File: src/poc_pkg.sv
// Package of constants and types for the programmable output cell array.
// Assumes a single 100 MHz reference clock and static configuration inputs.
package poc_pkg;
  localparam int CELL_COUNT = 10;
  localparam int TERM_INPUTS = 8;
  localparam logic RST_Q = 1'b0;
  localparam logic CLKSEL_EXTERNAL = 1'b0;
  localparam logic REGSEL_D = 1'b0;
  typedef enum logic [2:0] {
    POC_REG_OUT = 3'b000,
    POC_REG_IN = 3'b001,
    POC_COMB_IO = 3'b010,
    POC_DED_IN = 3'b011,
    POC_DED_IO = 3'b100
  } poc_mode_e;
  typedef enum logic [1:0] {
    POC_OE_PIN = 2'b00,
    POC_OE_TERM = 2'b01,
    POC_OE_ALWAYS = 2'b10
  } poc_oe_e;
endpackage

File: src/poc_cell.sv
// One output cell: register, clock select, load control, output enable.
// Assumes product-term inputs and configuration are synchronous and static.
`timescale 1ns/1ps
module poc_cell (
  input wire logic i_ref_clk,
  input wire logic i_nrst,
  input wire logic i_ce,
  input wire logic i_ext_clk,
  input wire logic i_clk_sel,
  input wire logic i_reg_sel,
  input wire poc_pkg::poc_mode_e i_mode,
  input wire poc_pkg::poc_oe_e i_oe_sel,
  input wire logic i_polarity,
  input wire logic i_cell_term_clock,
  input wire logic i_load_control_term,
  input wire logic i_type_switch_term,
  input wire logic i_cell_reset_term,
  input wire logic i_d_term,
  input wire logic i_j_term,
  input wire logic i_k_term,
  input wire logic i_comb_term,
  input wire logic i_oe_term,
  input wire logic i_oe_n,
  input wire logic i_pin,
  output logic o_pin,
  output logic o_pin_oe,
  output logic o_reg_fb,
  output logic o_pin_fb
);
  logic q;
  logic next_q;
  logic clk_prev;
  logic sel_clk;
  logic clk_rise;
  logic jk_mode;
  logic oe;
  logic next_pin;
  always_comb begin
    sel_clk = (i_clk_sel == poc_pkg::CLKSEL_EXTERNAL) ? i_ext_clk : i_cell_term_clock;
    clk_rise = sel_clk & ~clk_prev;
    jk_mode = (i_reg_sel != poc_pkg::REGSEL_D) ^ i_type_switch_term;
    if (i_load_control_term) begin
      next_q = i_pin;
    end else if (jk_mode) begin
      next_q = (i_j_term & ~q) | (~i_k_term & q);
    end else begin
      next_q = i_d_term;
    end
    unique case (i_oe_sel)
      poc_pkg::POC_OE_PIN: oe = ~i_oe_n;
      poc_pkg::POC_OE_TERM: oe = i_oe_term;
      default: oe = 1'b1;
    endcase
    if (i_mode == poc_pkg::POC_DED_IN || i_mode == poc_pkg::POC_REG_IN) begin
      oe = 1'b0;
    end
    if (i_mode == poc_pkg::POC_COMB_IO || i_mode == poc_pkg::POC_DED_IO) begin
      next_pin = i_comb_term ^ i_polarity;
    end else begin
      next_pin = ~q;
    end
  end
  always_ff @(posedge i_ref_clk or negedge i_nrst) begin
    if (!i_nrst) begin
      clk_prev <= 1'b0;
    end else if (i_ce) begin
      clk_prev <= sel_clk;
    end
  end
  always_ff @(posedge i_ref_clk or negedge i_nrst) begin
    if (!i_nrst) begin
      q <= poc_pkg::RST_Q;
    end else if (i_ce) begin
      if (i_cell_reset_term) begin
        q <= poc_pkg::RST_Q;
      end else if (clk_rise) begin
        q <= next_q;
      end
    end
  end
  always_ff @(posedge i_ref_clk or negedge i_nrst) begin
    if (!i_nrst) begin
      o_pin <= 1'b0;
      o_pin_oe <= 1'b0;
      o_reg_fb <= 1'b0;
      o_pin_fb <= 1'b0;
    end else if (i_ce) begin
      o_pin <= next_pin;
      o_pin_oe <= oe;
      o_reg_fb <= q;
      o_pin_fb <= oe ? next_pin : i_pin;
    end
  end
endmodule // poc_cell

File: src/poc_top.sv
// Array of ten output cells, two term-enabled bidirectional pins and the
// complement NOR term. Assumes synchronous pins and static configuration.
`timescale 1ns/1ps
// Overview of operation
// Unprogrammed clock select uses shared external clock
// Term clock select disconnects external clock
// Ten registers, each independently clocked
// Five cell configurations available per cell
// Bypass keeps buried register and feedback working
// Disabled output lets pin act as input
// Load term high loads register from pin
// Load low and enabled restores configured behaviour
// Registered input needs load high, output off
// Complement term is NOR of connected terms
// Register select chooses D or J-K type
// Shared enable pin low drives output
// Term enable high drives; third setting always on
// Polarity applies only to combinatorial I/O; the code also applies it to dedicated I/O (POC_DED_IO)
// Gate with both input polarities is inactive
// Bidirectional pins enabled only by terms
// Register captures on selected clock rising edge
// Type switch term toggles D/J-K dynamically
// Each cell reset term clears its register
// Configuration inputs are static during operation
module poc_top (
  input wire logic i_ref_clk,
  input wire logic i_nrst,
  input wire logic i_ce,
  input wire logic i_ext_clk,
  input wire logic i_oe_n,
  input wire logic [poc_pkg::CELL_COUNT-1:0] i_clk_sel,
  input wire logic [poc_pkg::CELL_COUNT-1:0] i_reg_sel,
  input wire logic [3*poc_pkg::CELL_COUNT-1:0] i_mode,
  input wire logic [2*poc_pkg::CELL_COUNT-1:0] i_oe_sel,
  input wire logic [poc_pkg::CELL_COUNT-1:0] i_polarity,
  input wire logic [poc_pkg::CELL_COUNT-1:0] i_cell_term_clock,
  input wire logic [poc_pkg::CELL_COUNT-1:0] i_load_control_term,
  input wire logic [poc_pkg::CELL_COUNT-1:0] i_type_switch_term,
  input wire logic [poc_pkg::CELL_COUNT-1:0] i_cell_reset_term,
  input wire logic [poc_pkg::CELL_COUNT-1:0] i_d_term,
  input wire logic [poc_pkg::CELL_COUNT-1:0] i_j_term,
  input wire logic [poc_pkg::CELL_COUNT-1:0] i_k_term,
  input wire logic [poc_pkg::CELL_COUNT-1:0] i_comb_term,
  input wire logic [poc_pkg::CELL_COUNT-1:0] i_oe_term,
  input wire logic [poc_pkg::CELL_COUNT-1:0] i_pin,
  input wire logic [poc_pkg::TERM_INPUTS-1:0] i_gate_in,
  input wire logic [poc_pkg::TERM_INPUTS-1:0] i_gate_true,
  input wire logic [poc_pkg::TERM_INPUTS-1:0] i_gate_comp,
  input wire logic [poc_pkg::CELL_COUNT-1:0] i_comp_connect,
  input wire logic [1:0] i_bidir_term,
  input wire logic [1:0] i_bidir_oe_term,
  input wire logic [1:0] i_bidir_pin,
  output logic [poc_pkg::CELL_COUNT-1:0] o_pin,
  output logic [poc_pkg::CELL_COUNT-1:0] o_pin_oe,
  output logic [poc_pkg::CELL_COUNT-1:0] o_reg_fb,
  output logic [poc_pkg::CELL_COUNT-1:0] o_pin_fb,
  output logic o_comp_fb,
  output logic o_gate,
  output logic [1:0] o_bidir_pin,
  output logic [1:0] o_bidir_pin_oe,
  output logic [1:0] o_bidir_fb
);
  logic next_gate;
  genvar g;
  // Configuration is sampled as constants: no retiming or change detection
  generate
    for (g = 0; g < poc_pkg::CELL_COUNT; g++) begin : g_cell
      poc_cell u_cell (
        .i_ref_clk(i_ref_clk),
        .i_nrst(i_nrst),
        .i_ce(i_ce),
        .i_ext_clk(i_ext_clk),
        .i_clk_sel(i_clk_sel[g]),
        .i_reg_sel(i_reg_sel[g]),
        .i_mode(poc_pkg::poc_mode_e'(i_mode[3*g +: 3])),
        .i_oe_sel(poc_pkg::poc_oe_e'(i_oe_sel[2*g +: 2])),
        .i_polarity(i_polarity[g]),
        .i_cell_term_clock(i_cell_term_clock[g]),
        .i_load_control_term(i_load_control_term[g]),
        .i_type_switch_term(i_type_switch_term[g]),
        .i_cell_reset_term(i_cell_reset_term[g]),
        .i_d_term(i_d_term[g]),
        .i_j_term(i_j_term[g]),
        .i_k_term(i_k_term[g]),
        .i_comb_term(i_comb_term[g]),
        .i_oe_term(i_oe_term[g]),
        .i_oe_n(i_oe_n),
        .i_pin(i_pin[g]),
        .o_pin(o_pin[g]),
        .o_pin_oe(o_pin_oe[g]),
        .o_reg_fb(o_reg_fb[g]),
        .o_pin_fb(o_pin_fb[g])
      );
    end
  endgenerate
  always_comb begin
    next_gate = 1'b1;
    for (int n = 0; n < poc_pkg::TERM_INPUTS; n++) begin
      if (i_gate_true[n] && i_gate_comp[n]) begin
        next_gate = 1'b0;
      end else if (i_gate_true[n] && !i_gate_in[n]) begin
        next_gate = 1'b0;
      end else if (i_gate_comp[n] && i_gate_in[n]) begin
        next_gate = 1'b0;
      end
    end
  end
  always_ff @(posedge i_ref_clk or negedge i_nrst) begin
    if (!i_nrst) begin
      o_comp_fb <= 1'b1;
      o_gate <= 1'b0;
    end else if (i_ce) begin
      o_comp_fb <= ~|(i_comp_connect & i_comb_term);
      o_gate <= next_gate;
    end
  end
  always_ff @(posedge i_ref_clk or negedge i_nrst) begin
    if (!i_nrst) begin
      o_bidir_pin <= 2'b00;
      o_bidir_pin_oe <= 2'b00;
      o_bidir_fb <= 2'b00;
    end else if (i_ce) begin
      o_bidir_pin <= i_bidir_term;
      o_bidir_pin_oe <= i_bidir_oe_term;
      o_bidir_fb <= (i_bidir_oe_term & i_bidir_term) | (~i_bidir_oe_term & i_bidir_pin);
    end
  end
endmodule // poc_top

File: config.mk
export PLATFORM = sky130hd
export DESIGN_NAME = poc_top
export DESIGN_NICKNAME = d
export VERILOG_FILES = /design/src/poc_pkg.sv /design/src/poc_cell.sv /design/src/poc_top.sv
export SDC_FILE = /design/constraint.sdc
export NUM_CORES = 1
export LEC_CHECK = 0
export BUFFER_PORTS_ARGS = -buffer_cell sky130_fd_sc_hd__buf_2
export CAP_MARGIN = 20
export CORE_MARGIN = 3
export CORE_UTILIZATION = 39
export DETAILED_ROUTE_END_ITERATION = 7
export GPL_TIMING_DRIVEN = 0
export PLACE_DENSITY = 0.74
export SYNTH_ARGS = -nofsm -noshare
export SYNTH_HDL_FRONTEND = slang
export SYNTH_SLANG_ARGS = --single-unit
File: constraint.sdc
create_clock -name i_ref_clk -period 0.9 [get_ports i_ref_clk]
set_input_delay 0.18 -clock i_ref_clk [delete_from_list [all_inputs] [get_ports i_ref_clk]]
set_output_delay 0.18 -clock i_ref_clk [all_outputs]
set_load 0.005 [all_outputs]
* After elaboration in Yosys (flattened, before gate mapping)
Index checks and enable logic that the tools add are counted.
Storage, ports and cells: register bits 68, input bits 225, output and inout port bits 48, logic and storage cells 409
Operators by class: equality and inequality tests 50, muxes and demuxes 114, bitwise logic cells 96, reduce and logical (&&, ||, !) cells 84
Operator list (number):
- 2-to-1 mux 1 bit | 104
- equality test 3 x 2 -> 1 bit (second input constant) | 20
- inverter 1 bit | 31
- bitwise AND 1 bit | 30
- equality test 3 x 1 -> 1 bit (second input constant) | 10
- equality test 3 bit (second input constant) | 10
- logical AND 1 bit | 24
- equality test 2 x 1 -> 1 bit (second input constant) | 10
- logical NOT 2 bit | 10
- logical OR 1 bit | 20
- case mux 1 bit (2 select lines) | 10
- AND reduction 2 bit | 10
- nonzero test 2 bit | 10
- bitwise XOR 1 bit | 20
- bitwise AND 10 bit | 1
- OR 1 bit | 10
- OR reduction 10 bit | 1
- logical NOT 1 bit | 9
- bitwise AND 2 bit | 2
- inverter 2 bit | 1
- OR 2 bit | 1

* Longest topological paths before layout
depth in word-level cells 25, depth in mapped cells 6, mapped depth without buffers 4

* Cells and area by module
Synthesis repeated with hierarchy kept, for this count alone.
Second synthesis, totals: cell total of the unflattened synthesis 439, area, all modules 4281.6 µm²
By module, submodules not included:
- poc_cell at g_cell[1].u_cell ... | instances 9, cells an instance 40, area each 381.6 µm², seq. area each 150.1 µm²
- poc_top | instances 1, cells an instance 39, area each 467.9 µm², seq. area each 201.4 µm²
- poc_cell at g_cell[0].u_cell | instances 1, cells an instance 40, area each 379.1 µm², seq. area each 150.1 µm²

* Worst setup path after synthesis
OpenSTA, ideal clock, no wires.
path kind in2reg, start input i_ce, end register g_cell[3].u_cell.q, setup time 0.123 ns, arrival time 0.866 ns, required time 0.777 ns, path slack -0.089 ns, cell stages on the path 6, buffers on the path 2, path through buf_4 inv_4 buf_6 nor3_2 o21ai_0 o2bb2ai_1
Between the ends: longest elaborated chain between the ends 1
RTL lines:
- start: declaration | RTL line poc_top.sv:28 | input wire logic i_ce,
- AND reduction 2 bit (no source line)
- end signal: assignment | RTL line poc_cell.sv:72 | q <= poc_pkg::RST_Q;
- end signal: assignment | RTL line poc_cell.sv:75 | q <= poc_pkg::RST_Q;
- end signal: assignment | RTL line poc_cell.sv:77 | q <= next_q;
- end: declaration | RTL line poc_cell.sv:30 | logic q;
Every way passes these cells. A chain may end at the register's enable or synchronous reset.

* Final worst setup path
start register o_comp_fb, end output o_comp_fb
RTL lines:
- start: declaration | RTL line poc_top.sv:57 | output logic o_comp_fb,
- start signal: assignment | RTL line poc_top.sv:113 | o_comp_fb <= ~|(i_comp_connect & i_comb_term);
No word-level cell between the ends.

==> summary.md <==
| Metric | Value |
|---|---|
| Flops & latches, synth | `68` |
| Ant diodes | `0` |
| Post-synthesis cell type count | `37` |
| RePlAce Congestion | `0.9417` |
| Core area | `10600 um2` |
| # fillers | `883` |
| Synth warn | `0` |
| Slowest-stage cell, CP | `dfstp_2` |
| Netlist Area Pre-Place | `4348 um2` |
| Failing checks | `hold timing, setup timing` |
| Wirelength per Cell | `18.83 um` |
| Vias in the first global route | `4886` |
| Max IR drop VDD | `864.6 uV` |
| Area growth syn-to-layout | `52.72%` |
| Drt via density | `5.365` |
| CTS clk-pin slew, worst paths | `0.08 ns` |
| Final hold violation count | `67` |
| Die X | `111.6 um` |
| CP max FO | `2` |
| Final net count | `953` |
| CP arrival | `0.96 ns` |
| Worst-Skew Late Latency | `0.34 ns` |
| Remaining global-route overflow | `0` |
| Drt total wl | `16370 um` |
| TNS Setup | `-8.072 ns` |
| CTS tree | `done` |
| Top cell type's share of synthesized area | `38.56%` |
| Top-count cell post-synth | `dfrtp_1` |
| Crit end category | `primary output` |
| Sink Count | `68` |
| Status | `finished with violations` |
| Clock Tree Buf Depth | `2` |
| CTS H-tree lvls | `3` |
| Post-Syn Instances | `463` |
| Power, Total | `0.01025 W` |
| Remaining antenna violation count | `0` |
| Min-Delay Path Class | `in -> async` |
| Top post-synthesis cells by area | `dfrtp_1 (39%), buf_4 (7.6%), xnor2_1 (5.8%)` |
| CP Class | `reg -> out` |
| Hpwl dp | `12470 um` |
| Fin. max-slew vios | `0` |
| Syn nets | `688` |
| Async SR Flop Fraction | `100.0%` |
| PwrDens | `1543 nW/um2` |
| Remaining DRCs | `0` |
| Post-synthesis average cell area | `9.391 um2` |
| Top_reg_cell synth | `dfrtp_1` |
| Final Cell Area | `6640 um2` |
| CP required | `0.72 ns` |
| Worst-Margin Slew | `0.8683 ns` |
| Leakage | `3.302 nW` |
| Worst Path Buf+Inv | `1` |
| Worst Hold Margin | `-0.04416 ns` |
| Number of synthesized flops with an enable pin | `0` |
| Initial antenna violation count | `0` |
| Clock tree root driver cell | `clkbuf_8` |
| Largest area contributor in the netlist | `dfrtp_1` |
| PortBufs | `269` |
| Initial core utilization | `41.01%` |
| Top delay family on crit path | `flip-flops` |
| Die area | `12450 um2` |
| Commonest cells post-synth | `dfrtp_1 (67), buf_4 (44), o21ai_0 (32)` |
| Unrepaired setup endpoints after global routing | `true` |
| # setup viols final | `70` |
| Initial drt markers | `249` |
| Highest Clock Rate | `876.7 MHz` |
| Register area share after synthesis | `39.17%` |
| Inserted Clock Buffers | `9` |
| Vias | `4662` |
| Die height | `111.6 um` |
| Worst path cell trace | `buf_6` |
| FP Rows | `37` |
| Max Cap Viol | `0` |
| Final WS setup | `-0.2406 ns` |
| DR pass1 iterations | `4` |
| Worst slew margin | `42.11%` |
| Final worst path period share | `126.7%` |
| CP startpoint kind | `flop` |
| Largest stage delay, worst path | `0.54 ns` |
| Share of cells above drive strength 1 | `55.25%` |
| Worst Skew | `0.01327 ns` |
| Total track usage | `25.39%` |
| Layout Utilization | `62.63%` |
| Ports | `273` |
| First-pass GRT wire length | `25100 um` |
| Cell Area, Placed | `5969 um2` |
| Fin crit period | `1.141 ns` |
| Pin count of the biggest net entering global routing | `69` |
## worst paths after layout
kind                                        endpoint               start  cells past startpoint  slack (ns)
max                                        o_comp_fb           o_comp_fb                      1       -0.24
min                        g_cell[2].u_cell.o_reg_fb              i_nrst                      1       -0.04
max reg2reg                       g_cell[5].u_cell.q  g_cell[5].u_cell.q                      4       -0.18
min reg2reg                                o_comp_fb           o_comp_fb                      2        0.48
max in group asynchronous         g_cell[3].u_cell.q              i_nrst                      1        0.32
min in group i_ref_clk     g_cell[4].u_cell.o_pin_fb            i_pin[4]                      3        0.09
## metrics by stage
step | hold WS, ns | setup slack (ns) | instances
after floorplan | -0.1156 | -0.03803 | 463
after global placement | 0.4271 | -0.6778 | 868
final | -0.04416 | -0.2406 | 869
after detailed placement | 0.3568 | -0.4353 | 868
after global routing | 0.01219 | -0.2908 | 869
after CTS | -0.01811 | -0.2726 | 857
## placed cells by master, fill, tap and decap left out, drive strengths merged, types with 18 or more instances in the layout
| cell type | count |
|---|---|
| mux2i | 20 |
| xnor2 | 29 |
| dfrtp | 67 |
| nand2 | 21 |
| buf | 307 |
| a211oi | 20 |
| inv | 31 |
| o311ai | 18 |
| a21oi | 22 |
| nor2 | 31 |
| o21ai | 32 |
## final cells by class
class	instances	area, um2	area share, %
plain buffers	15	123.9	1.865
flip-flops and latches	68	1713	25.80
multi-input cells	309	2434	36.65
repair buffers	294	1779	26.79
well taps	136	170.2	2.563
clock inverters	6	158.9	2.393
clock buffers	10	137.6	2.073
inverters	31	123.9	1.865
## state kept, by name, summed over array words and instances, names as in the netlist, 10 cells and up
signal / flops
g_cell.u_cell.clk_prev: 10
g_cell.u_cell.o_pin_fb: 10
g_cell.u_cell.o_reg_fb: 10
g_cell.u_cell.q: 10
g_cell.u_cell.o_pin: 10
g_cell.u_cell.o_pin_oe: 10
## power by group
group          leakage (nW)  internal [W]  total, W  switching, W
Sequential            0.815       0.00340   0.00370      0.000296
Combinational          2.34       0.00158   0.00285       0.00127
Clock                 0.147       0.00248   0.00370       0.00122
Total                  3.30       0.00746    0.0102       0.00278
## metal layers
| layer | global-route usage [%] | share of wire [%] | up-vias |
|---|---|---|---|
| met3 | 4.728 | 5.8 | 24 |
| met1 | 31.06 | 41 | 2269 |
| met4 | 6.813 | 1.8 | 0 |
| li1 | - | - | 2174 |
| met2 | 45.84 | 51 | 195 |
| met5 | 0 | 0 | - |
## timing repair
item | in CTS | in global routing
buffers inserted | 13 | 14
endpoints found under the setup margin | 71 | 81
endpoints found under the hold margin | 43 | 0
resized for setup | 69 | 61
pin swaps | 11 | 21
## logic make-up after synthesis
kind of cell    share of synthesized area [%]
compound gates                          23.77
simple gates                            11.11
buf+inv                                 11.68
flops                                   39.17
mux                                     8.230
xor+xnor                                6.043
(Power assumes the default switching activity.)
